## config.mk

```make
export PLATFORM = sky130hd
export DESIGN_NAME = io_space_gp_register_bank
export DESIGN_NICKNAME = d
export VERILOG_FILES = /design/src/io_space_pkg.sv /design/src/io_space_gp_register_bank.sv /design/src/io_store_reg.sv
export VERILOG_INCLUDE_DIRS = /design/src /design/src/src
export SDC_FILE = /design/constraint.sdc
export NUM_CORES = 1
export LEC_CHECK = 0
export BUFFER_PORTS_ARGS = -buffer_cell sky130_fd_sc_hd__buf_4
export CAP_MARGIN = 20
export CORE_ASPECT_RATIO = 1.75
export CORE_MARGIN = 3
export CORE_UTILIZATION = 45
export DETAILED_ROUTE_END_ITERATION = 10
export GPL_TIMING_DRIVEN = 1
export PLACE_DENSITY = 0.65
export SYNTH_ARGS = -nofsm -noshare
export SYNTH_HDL_FRONTEND = slang
export SYNTH_SLANG_ARGS = --single-unit
```

## constraint.sdc

```tcl
create_clock -name I_CLK -period 6.14 [get_ports I_CLK]
set_input_delay 1.535 -clock I_CLK [delete_from_list [all_inputs] [get_ports I_CLK]]
set_output_delay 1.535 -clock I_CLK [all_outputs]
set_load 0.03 [all_outputs]
```

## src/io_space_defines.svh

```systemverilog
// Offsets, field positions and reset values for the I/O space decoder.
// Assumes an 8-bit data path and an 8-bit data-space address from the core.
`ifndef IO_SPACE_DEFINES_SVH
`define IO_SPACE_DEFINES_SVH

`define IO_LOW_LAST        6'h1f
`define IO_PORT_LAST       6'h3f
`define IO_DATA_OFFSET     8'h20
`define IO_EXT_FIRST       8'h60
`define IO_EXT_LAST        8'hff
`define GS_ZERO_ADDR       5'h1c
`define GS_ONE_ADDR        5'h1d
`define GS_TWO_ADDR        5'h1e
`define GS_THREE_ADDR      5'h1f
`define GS_RESET           8'h00
`define STAT_ADDR          5'h1b
`define STAT_RESET         8'h00
`define STAT_W1C_MASK      8'hff
`define NUM_STORE          4

`endif

```

## src/io_space_pkg.sv

```systemverilog
// Types shared by the I/O space decoder files.
// Assumes io_space_defines.svh is available for the constants.
package io_space_pkg;

	typedef enum logic [2:0] {
		OP_NONE  = 3'h0,
		OP_IN    = 3'h1,
		OP_OUT   = 3'h3,
		OP_SBI   = 3'h2,
		OP_CBI   = 3'h6,
		OP_LOAD  = 3'h7,
		OP_STORE = 3'h5
	} io_op_e;

	typedef logic [7:0] byte_t;

endpackage

```

## src/io_space_gp_register_bank.sv

```systemverilog
// I/O space decoder with four general storage registers and a status byte.
// Assumes one request per cycle from the core, synchronous to I_CLK.
`timescale 1ns/1ps
module io_space_gp_register_bank
	import io_space_pkg::*;
(
	input  wire logic   I_CLK,
	input  wire logic   I_RESET,
	input  wire logic   I_CE,
	input  wire io_op_e i_op,
	input  wire logic   [7:0] i_addr,
	input  wire logic   [2:0] i_bit,
	input  wire byte_t  i_wdata,
	input  wire byte_t  i_stat_set,
	input  wire byte_t  i_ext_rdata,
	output byte_t       o_rdata,
	output logic        o_rvalid,
	output logic        o_bit,
	output logic        o_ext_rd,
	output logic        o_ext_wr,
	output logic        [7:0] o_ext_addr,
	output byte_t       o_ext_wdata,
	output logic        o_bad_access,
	output byte_t       o_store0,
	output byte_t       o_store1,
	output byte_t       o_store2,
	output byte_t       o_store3
);
`include "io_space_defines.svh"

	// ***************************************************************
	// Address decode
	// ***************************************************************
	wire        is_port_op;
	wire        is_bit_op;
	wire        is_mem_op;
	wire        port_ok;
	wire        bit_ok;
	wire        mem_io;
	wire        mem_ext;
	wire [5:0]  io_addr;
	wire        io_valid;
	wire        do_read;
	wire        do_write;
	wire        do_bset;
	wire        do_bclr;

	assign is_port_op = (i_op == OP_IN) || (i_op == OP_OUT);
	assign is_bit_op  = (i_op == OP_SBI) || (i_op == OP_CBI);
	assign is_mem_op  = (i_op == OP_LOAD) || (i_op == OP_STORE);
	assign port_ok    = (i_addr[7:6] == 2'b00) && (i_addr[5:0] <= `IO_PORT_LAST);
	assign bit_ok     = (i_addr[7:6] == 2'b00) && (i_addr[5:0] <= `IO_LOW_LAST);
	// Data space 0x20..0x5f maps back onto I/O 0x00..0x3f
	assign mem_io     = (i_addr >= `IO_DATA_OFFSET) && (i_addr < `IO_EXT_FIRST);
	assign mem_ext    = (i_addr >= `IO_EXT_FIRST) && (i_addr <= `IO_EXT_LAST);
	assign io_addr    = is_mem_op ? 6'(i_addr - `IO_DATA_OFFSET) : i_addr[5:0];
	assign io_valid   = (is_port_op && port_ok) || (is_mem_op && mem_io) || (is_bit_op && bit_ok);
	assign do_read    = io_valid && ((i_op == OP_IN) || (i_op == OP_LOAD));
	assign do_write   = io_valid && ((i_op == OP_OUT) || (i_op == OP_STORE));
	assign do_bset    = io_valid && (i_op == OP_SBI);
	assign do_bclr    = io_valid && (i_op == OP_CBI);

	// ***************************************************************
	// Storage registers
	// ***************************************************************
	wire [4:0] store_addr [`NUM_STORE];
	byte_t     store_val  [`NUM_STORE];

	assign store_addr[0] = `GS_ZERO_ADDR;
	assign store_addr[1] = `GS_ONE_ADDR;
	assign store_addr[2] = `GS_TWO_ADDR;
	assign store_addr[3] = `GS_THREE_ADDR;

	genvar g;
	generate
		for (g = 0; g < `NUM_STORE; g++) begin : g_store
			wire hit;
			assign hit = (io_addr == {1'b0, store_addr[g]});
			// No side effects beyond holding the byte
			io_store_reg u_store (
				.i_clk   (I_CLK),
				.i_reset (I_RESET),
				.i_ce    (I_CE),
				.i_wr    (do_write && hit),
				.i_bset  (do_bset && hit),
				.i_bclr  (do_bclr && hit),
				.i_bit   (i_bit),
				.i_wdata (i_wdata),
				.o_value (store_val[g])
			);
		end
	endgenerate

	// ***************************************************************
	// Status flags, write one to clear
	// ***************************************************************
	byte_t stat_q;
	byte_t stat_d;
	byte_t stat_clr;
	byte_t bit_mask;
	wire   stat_hit;

	assign stat_hit = (io_addr == {1'b0, `STAT_ADDR});
	assign bit_mask = 8'h01 << i_bit;
	// Byte write clears flags under ones; SBI clears only the named bit, CBI clears nothing
	assign stat_clr = !stat_hit ? 8'h00 :
	                  do_write  ? (i_wdata & `STAT_W1C_MASK) :
	                  do_bset   ? (bit_mask & `STAT_W1C_MASK) : 8'h00;
	// Set wins over clear so a same-cycle event is kept
	assign stat_d   = (stat_q & ~stat_clr) | i_stat_set;

	// ***************************************************************
	// Read mux
	// ***************************************************************
	byte_t io_rdata;

	assign io_rdata = (io_addr == {1'b0, `GS_ZERO_ADDR})  ? store_val[0] :
	                  (io_addr == {1'b0, `GS_ONE_ADDR})   ? store_val[1] :
	                  (io_addr == {1'b0, `GS_TWO_ADDR})   ? store_val[2] :
	                  (io_addr == {1'b0, `GS_THREE_ADDR}) ? store_val[3] :
	                  stat_hit ? stat_q : 8'h00;

	wire ext_rd;
	wire ext_wr;
	wire bad;

	assign ext_rd = (i_op == OP_LOAD) && mem_ext;
	assign ext_wr = (i_op == OP_STORE) && mem_ext;
	// Flag refused accesses; the op is dropped, not aliased
	assign bad    = (i_op != OP_NONE) && !io_valid && !ext_rd && !ext_wr;

	// ***************************************************************
	// Registers and outputs
	// ***************************************************************
	logic ext_pend_q;

	always_ff @(posedge I_CLK) begin
		if (I_RESET) begin
			stat_q       <= `STAT_RESET;
			o_rdata      <= 8'h00;
			o_rvalid     <= 1'b0;
			o_bit        <= 1'b0;
			o_ext_rd     <= 1'b0;
			o_ext_wr     <= 1'b0;
			o_ext_addr   <= 8'h00;
			o_ext_wdata  <= 8'h00;
			o_bad_access <= 1'b0;
			ext_pend_q   <= 1'b0;
		end else if (I_CE) begin
			stat_q       <= stat_d;
			o_rvalid     <= do_read;
			o_rdata      <= do_read ? io_rdata : 8'h00;
			o_bit        <= (is_bit_op && bit_ok) ? io_rdata[i_bit] : 1'b0;
			o_ext_rd     <= ext_rd;
			o_ext_wr     <= ext_wr;
			o_ext_addr   <= (ext_rd || ext_wr) ? i_addr : 8'h00;
			o_ext_wdata  <= ext_wr ? i_wdata : 8'h00;
			o_bad_access <= bad;
			ext_pend_q   <= ext_rd;
		end
	end

	// Extended read data are sampled while o_ext_rd is high into ext_rdata_q, which holds them one cycle then clears, and feeds no output
	byte_t ext_rdata_q;

	always_ff @(posedge I_CLK) begin
		if (I_RESET) begin
			ext_rdata_q <= 8'h00;
		end else if (I_CE) begin
			ext_rdata_q <= ext_pend_q ? i_ext_rdata : 8'h00;
		end
	end

	always_ff @(posedge I_CLK) begin
		if (I_RESET) begin
			o_store0 <= `GS_RESET;
			o_store1 <= `GS_RESET;
			o_store2 <= `GS_RESET;
			o_store3 <= `GS_RESET;
		end else if (I_CE) begin
			o_store0 <= store_val[0];
			o_store1 <= store_val[1];
			o_store2 <= store_val[2];
			o_store3 <= store_val[3];
		end
	end

	logic unused_ext;
	assign unused_ext = ^ext_rdata_q;

endmodule // io_space_gp_register_bank

```

## src/io_store_reg.sv

```systemverilog
// One 8-bit storage register with byte write and single-bit set/clear.
// Assumes the caller has decoded the address and at most one strobe is high.
`timescale 1ns/1ps
module io_store_reg
	import io_space_pkg::*;
(
	input  wire logic  i_clk,
	input  wire logic  i_reset,
	input  wire logic  i_ce,
	input  wire logic  i_wr,
	input  wire logic  i_bset,
	input  wire logic  i_bclr,
	input  wire logic  [2:0] i_bit,
	input  wire byte_t i_wdata,
	output byte_t      o_value
);
`include "io_space_defines.svh"

	byte_t value_q;
	byte_t value_d;
	byte_t bit_mask;

	assign bit_mask = 8'h01 << i_bit;
	// Bit ops touch only the addressed bit
	assign value_d = i_wr   ? i_wdata :
	                 i_bset ? (value_q | bit_mask) :
	                 i_bclr ? (value_q & ~bit_mask) : value_q;

	always_ff @(posedge i_clk) begin
		if (i_reset) begin
			value_q <= `GS_RESET;
		end else if (i_ce) begin
			value_q <= value_d;
		end
	end

	assign o_value = value_q;

endmodule // io_store_reg

```

==> results of run 1 <==
worst register-to-register path, stage by stage (launching register included):
cell,delay [ps]
dfxtp_1,330
mux2i_1,290
o22ai_1,140
a21o_1,200
nor2b_1,130
a211oi_1,200
o32ai_1,110
stage by stage:
step / utilization / hold WS (ps) / instance area [µm²] / total power, W
after floorplan: - / 454 / 4780 / 0.000760
final: 0.560 / 463 / 5770 / 0.00136
after detailed placement: 0.532 / 460 / 5480 / 0.000804
after global placement: 0.532 / 452 / 5480 / 0.000802
after global routing: 0.560 / 498 / 5770 / 0.00141
after CTS: 0.560 / 469 / 5770 / 0.00137
cells by family (layout without fill, tap and decap cells):
logic type | Yosys count | count (layout)
and+or+nand+nor | 213 | 213
AOI/OAI and AO/OA | 106 | 106
DFF | 101 | 101
muxes | 78 | 78
buffers and inverters | 42 | 115
per-layer routing:
| metal | vias to the layer above | track usage | part of all wire |
|---|---|---|---|
| li1 | 2012 | - | - |
| met1 | 2000 | 0.262 | 0.38 |
| met2 | 134 | 0.402 | 0.52 |
| met3 | 38 | 0.0394 | 0.054 |
| met4 | 0 | 0.138 | 0.045 |
| met5 | - | 0 | 0 |
worst max-delay path by stage:
stage,from,end,slack (ps),depth (start not counted)
final,i_op[2],flip-flop,2780,8
after global routing,i_op[2],flip-flop,2600,7
after CTS,i_op[2],flip-flop,2780,8
after detailed placement,i_op[2],flip-flop,2430,8
after global placement,i_op[2],flip-flop,2470,7
after floorplan,i_addr[5],flip-flop,2940,8
report_power, final:
| group | switching (W) | internal (W) | total (W) | leakage, nW |
|---|---|---|---|---|
| Combinational | 0.0000777 | 0.0000467 | 0.000124 | 1.51 |
| Sequential | 0.00000384 | 0.000662 | 0.000666 | 0.816 |
| Clock | 0.000254 | 0.000315 | 0.000569 | 0.138 |
| Total | 0.000335 | 0.00102 | 0.00136 | 2.47 |
cells in the mapped netlist (all sizes together) (7+ instances only):
library cell    n
a21oi          28
a22oi          12
buf            17
clkbuf         21
dfxtp         101
mux2i          75
nand2          52
nand2b         45
nand3           9
nor2           60
nor2b          18
o21ai          29
o31ai           7
area by class of cell:
| type | count | share of cell area |
|---|---|---|
| multi-input cells | 397 | 0.445 |
| flip-flops and latches | 101 | 0.350 |
| repair buffers | 95 | 0.124 |
| clock buffers | 10 | 0.0397 |
| well taps | 127 | 0.0275 |
| clock inverters | 6 | 0.0111 |
| inverters | 4 | 0.00260 |
==> results summary, run 1 <==
STA classifies the critical path endpoint as a flip-flop. Summing over every cut layer, the via total after detailed routing is 4184. The required time of the worst setup path came out at 6370 ps. The unique cell type count in the Yosys netlist is 53. After the first detailed-routing iteration, the DRC count stood at 351.

Setup repair after global routing left no endpoint under its margin. The area of the core region came out at 10300 µm². The max-capacitance violation count is 0.

Summing all flip-flop and latch instances after layout gives 2020 µm². In this run the deepest clock path goes through 2 buffers. The cell with the largest stage delay on the worst path is o21ai_0.

The count of filler cells inserted in the layout is 1004. The antenna diode count is 0. Grouping stages by cell kind, the critical path spends the most delay in compound AO/OA/AOI/OAI gates. In this run the clock root is driven by a clkbuf_16.

The synthesized flop and latch total came out at 101. The post-layout instance count excluding filler cells came out at 740. The maximum achievable frequency is 0.298 GHz. The post-CTS setup buffer count is 0. The sequential element share of the synthesized area came out at 0.423.

The sum of overflow across all layers after global routing is 0. The compound-gate portion of the synthesized area came out at 0.149. The endpoint of the worst hold-timing path is o_ext_rd. The first detailed-routing pass ran for 5 iterations. IR analysis of the VDD net gives a maximum drop of 0.000164 V. The number of gates given a new drive strength after cts came out at 0.

At the later pin of the worst-skew pair, clock insertion delay measures 350 ps. The critical path in this run is classified as in2reg. Leaving out fill and tap cells, the most frequent cell in the layout is dfxtp_1. The number of hold buffers added after cts came out at 0. For the pin with the worst max-slew slack, the measured transition is 1070 ps. The final clock skew came out at 8.21 ps. By area, the combinational part of the netlist is dominated by simple AND/OR/NAND/NOR gates. Of the total synthesized cell area, the portion taken by full adders, half adders and majority gates is 0. The die boundary height came out at 142 µm. Across every metal layer, demand over resource in global routing totals 0.231. The endpoint identified for the worst register-to-register timing path is o_bit.

The total length of routed wires came out at 13500 µm. The number of endpoints with negative hold slack in the final report is 0. The largest single stage delay on the critical path is 360 ps. Setup total negative slack on the finished layout was measured at 0 ps. Measured against the total synthesized area, the mux share comes to 0.164. The Yosys step of the flow raised 0 warnings. Of the post-synthesis cell area, the dominant cell type holds 0.423. The top flip-flop cell by instance count after synthesis is dfxtp_1. The register-to-register setup slack came out at 4630 ps. Walking the worst path, the cells encountered are buf_4, and4bb_2, o311ai_2, buf_4, o21ai_0, o21ai_0, nand2b_1, mux2i_1. For this design the static power due to leakage is 2.47 nW. The top cell types in the final layout, fill and taps aside, are 101 x dfxtp_1, 95 x buf_4, 75 x mux2i_1. In the final layout, the share of cells above drive strength 1 is 0.204. Entering global routing, the biggest net connects 98 pins.

The number of design rule violations left after detail routing is 0. The tightest min-delay check is of the reg2reg type. Counting tap cells, the placed design contains a total of 724 instances. The number of synthesized flops with an enable pin is 0.

The max-slew headroom at the worst pin came out at 0.280. The width of the chip is 83.9 µm. The proportion of synthesized flip-flops having asynchronous set or reset is 0. Setup slack on the critical path of the routed design comes to 2780 ps. The flow ran to the end, and the final reports show no timing, DRC or antenna violations. The via count of the first global-routing pass was 4037. Input and output buffers added on the ports amount to 93. The parity-gate share of the synthesized area counting xor and xnor cells is 0. Measured in cells, the most critical reg-to-reg path has a length of 6. Clock-pin slew was measured on the worst setup and hold paths at 70 ps. The number of max-slew violations in the final report came out at 0. The number of buffers added by the clock tree synthesis step is 9. The number of nets with antenna violations after detailed routing is 0. The global-route wire length before repair is 21600 µm. For this configuration, the core starts out at a cell density of 0.464.

Of the total synthesized cell area, the portion taken by AND, OR, NAND and NOR gates is 0.225. After legalization and detailed placement, the total HPWL measured 9740 µm. The number of placed I/O pins came out at 102. The number of antenna violations at the first check in global routing came out at 0.

The total number of nets in the final design came out at 649. Yosys attributes the largest share of cell area to dfxtp_1 42%, mux2i_1 16%, nand2b_1 5.9%. The beginning of the worst hold path is o_ext_rd. The worst slack at placement is 2430 ps. The number of setup violations in the final report came out at 0. The data arrival time of the critical path came out at 3580 ps. STA classifies the critical path startpoint as an input pin. Synthesis produced a netlist with a net count of 581. The area of the die came out at 11900 µm². The synthesis-to-finish area growth came out at 20.9%. The netlist area before placement is 4780 µm².

The via-per-instance ratio is 5.65. The sum of buffers and inverters on the critical path is 2. The wire length per cell is 18.2 µm. The clock period minus final worst setup slack is 3360 ps. The final cycle utilization of the critical path is 0.547. dfxtp_1 takes more of the synthesized area than any other cell. The number of clock sinks came out at 101. After technology mapping, the gate count stands at 540. The average cell area after synthesis is 8.84 µm². The final RePlAce weighted congestion came out at 0.908. The row count came out at 49. The clock tree from TritonCTS is done.

The H-tree depth reported by CTS is 3. Of all nets on the critical path, the largest fanout is 24. The number of cells on the worst hold path came out at 2. Power spread over the standard cell area amounts to 235 nW/µm². The multi-input logic area is 2570 µm².
(Power assumes the default switching activity.)
==> inputs of run 2 (changes only) <==
Clock period 6.14 ns to 3.45 ns, I/O delays scaled along.
==> run 2 against run 1 <==
  * Cell count grew 0.81%
  * Critical path depth shrank 1
  * Via count shrank 1.1%
  * Clock-buffer cell count grew 1
==> results summary, run 2 (synthesized netlist as in run 1, its figures left out) <==
The register-to-register setup slack came out at 1870 ps (-2760 ps). The number of design rule violations left after detail routing came to 0 (unchanged). The leakage power came out at 2.49 nW (+0.77%). The die boundary height is 142 µm (unchanged).

The starting density of the core is 0.464 (unchanged). The max-capacitance violation count is 0 (unchanged). The post-layout instance count excluding filler cells came out at 746 (+0.81%).

The setup total negative slack was 0 ps (unchanged). The number of hold buffers added after cts came out at 0 (unchanged). From synthesis to final layout, the design area changed by 21.5%. The cell sitting at the root of the clock tree is a clkbuf_16.

The count of filler cells inserted in the layout is 963 (-4.1%). The startpoint identified for the worst hold timing path is o_ext_rd. The area of the core region came out at 10300 µm² (unchanged).

The data arrival time of the critical path is 3010 ps (-570 ps). The initial detailed-routing violation count is 230 (-34%). The post-CTS setup buffer count came out at 0 (unchanged). In the layout the commonest cells are 101 x dfxtp_1, 101 x buf_4, 75 x mux2i_1. STA classifies the critical path endpoint as a flip-flop.

The buffer depth of the longest clock path came out at 2 (unchanged). The total number of nets in the final design came out at 655 (+0.92%). The detailed-route via count came out at 4137 (-1.1%). The slew of the pin with the lowest slew margin was 828 ps (-244 ps). The via-per-instance ratio came out at 5.55 (-1.9%). Timing would allow up to 0.366 GHz. The type of the tightest min-delay check is reg2reg.

The via count of the first global-routing pass was 4042 (+0.12%). TritonCTS built the clock tree. The max-slew headroom at the worst pin came to 0.448 (+0.168).

The path depth of the worst reg2reg path came out at 6 (unchanged). The count of buffers inserted at the top-level ports came out at 93 (unchanged). The multi-input logic area came to 2570 µm² (unchanged). STA classifies the critical path startpoint as an input pin. The clock period could shrink to 2740 ps. The power per cell area is 410 nW/µm² (+74%).

The clock transition at the registers of the reported paths is 70 ps (about the same). The maximum vdd ir drop was 0.000282 V (+72%). The maximum fanout along the worst path came to 15 (-38%). The number of nets with antenna violations after detailed routing was 0 (unchanged). The row count came to 49 (unchanged). The number of antenna violations at the first check in global routing is 0 (unchanged). The number of gates given a new drive strength after cts came out at 0 (unchanged). The number of placed I/O pins came to 102 (unchanged). The HPWL reported at the end of detailed placement is 10000 µm (+3.1%). The total global routing track utilization came out at 0.235 (+0.00469).

The number of clock sinks came out at 101 (unchanged). In this run the critical register-to-register path is captured at o_bit. The run finished with clean final reports. The source-to-sink clock delay at the later pin of the worst-skew pair is 350 ps (about the same). The required time of the worst setup path was 3720 ps (-2650 ps). The largest net degree at the start of global routing came out at 63 (-36%). The sum of overflow across all layers after global routing is 0 (unchanged). The register area was 2020 µm² (unchanged). The critical path in this run is classified as in2reg. The number of iterations in the first detailed-routing pass came out at 5 (unchanged). The total length of routed wires came out at 13800 µm (+2.5%).

The width of the chip came out at 83.9 µm (unchanged). The antenna diode count came to 0 (unchanged). The number of cells after detailed placement is 730 (+0.83%). The wire length per cell is 18.5 µm (+1.7%). The final cycle utilization of the critical path came out at 0.793. The area of the die came out at 11900 µm² (unchanged). The number of buffers added by the clock tree synthesis step came out at 9 (unchanged). The number of setup violations in the final report was 0 (unchanged). The number of cells on the worst hold path is 2 (unchanged). The path with the worst hold slack has its endpoint at o_ext_rd. The number of endpoints with negative hold slack in the final report is 0 (unchanged). The global-route wire length before repair is 21900 µm (+1.2%).

Setup repair after global routing left no endpoint under its margin. The H-tree depth reported by CTS was 3 (unchanged). The final core utilization came out at 0.564 (+0.00304). The number of max-slew violations in the final report came to 0 (unchanged). The final RePlAce weighted congestion is 0.928 (+2.2%).

The final clock skew is 11.9 ps (+3.65 ps). The share of post-route cells with drive strength above 1 was 0.212 (+0.00772).
==> run 2: cell types whose count changed in the layout (fill, tap and decap cells not counted), sizes merged <==
cell	previous run	this run
clkinv	3	2
clkinvlp	2	3
clkbuf	10	11
bufinv	1	0
buf	95	101
==> run 2: report_power, final <==
group / switching, W / internal (W) / total (W)
registers: 0.00000713 / 0.00118 / 0.00118
clock network: 0.000457 / 0.000510 / 0.000966
logic: 0.000142 / 0.0000870 / 0.000229
==> run 2: routing by layer <==
| metal | GRT usage | part of all wire | up-vias |
|---|---|---|---|
| met5 | 0 | 0 | - |
| met4 | 0.133 | 0.046 | 0 |
| met3 | 0.0348 | 0.043 | 32 |
| met2 | 0.407 | 0.51 | 105 |
| met1 | 0.276 | 0.40 | 1969 |
| li1 | - | - | 2031 |
==> run 2: worst max-delay path by stage <==
| stage | startpoint | endpoint | cells after the start |
|---|---|---|---|
| global route | i_op[2] | flip-flop | 7 |
| CTS | i_op[2] | flip-flop | 7 |
| detailed placement | i_op[2] | flip-flop | 7 |
| global placement | i_op[2] | flip-flop | 7 |
| floorplan | i_addr[5] | flip-flop | 8 |
| finish | i_op[2] | flip-flop | 7 |
==> run 2: area by class of cell <==
class	instances	share of cell area
Multi-Input combinational cell	397	0.443
Clock inverter	5	0.00625
Timing Repair Buffer	101	0.131
Tap cell	127	0.0274
Clock buffer	11	0.0418
Sequential cell	101	0.348
Inverter	4	0.00259
==> run 2: metrics by stage <==
step                      worst slack, ps  hold slack [ps]  area, µm²  power (W)
after CTS                             765              465       5800    0.00240
after global placement                457              451       5530    0.00144
after detailed placement              435              454       5530    0.00144
after global routing                  595              487       5800    0.00246
final                                 714              461       5800    0.00238
after floorplan                       920              454       4780    0.00135
==> run 2: critical path: stages <==
cell	delay (ps)
buf_4	160
a21o_1	200
a2111o_1	400
a221oi_4	410
nand3b_1	480
nor2b_1	290
mux2i_1	200
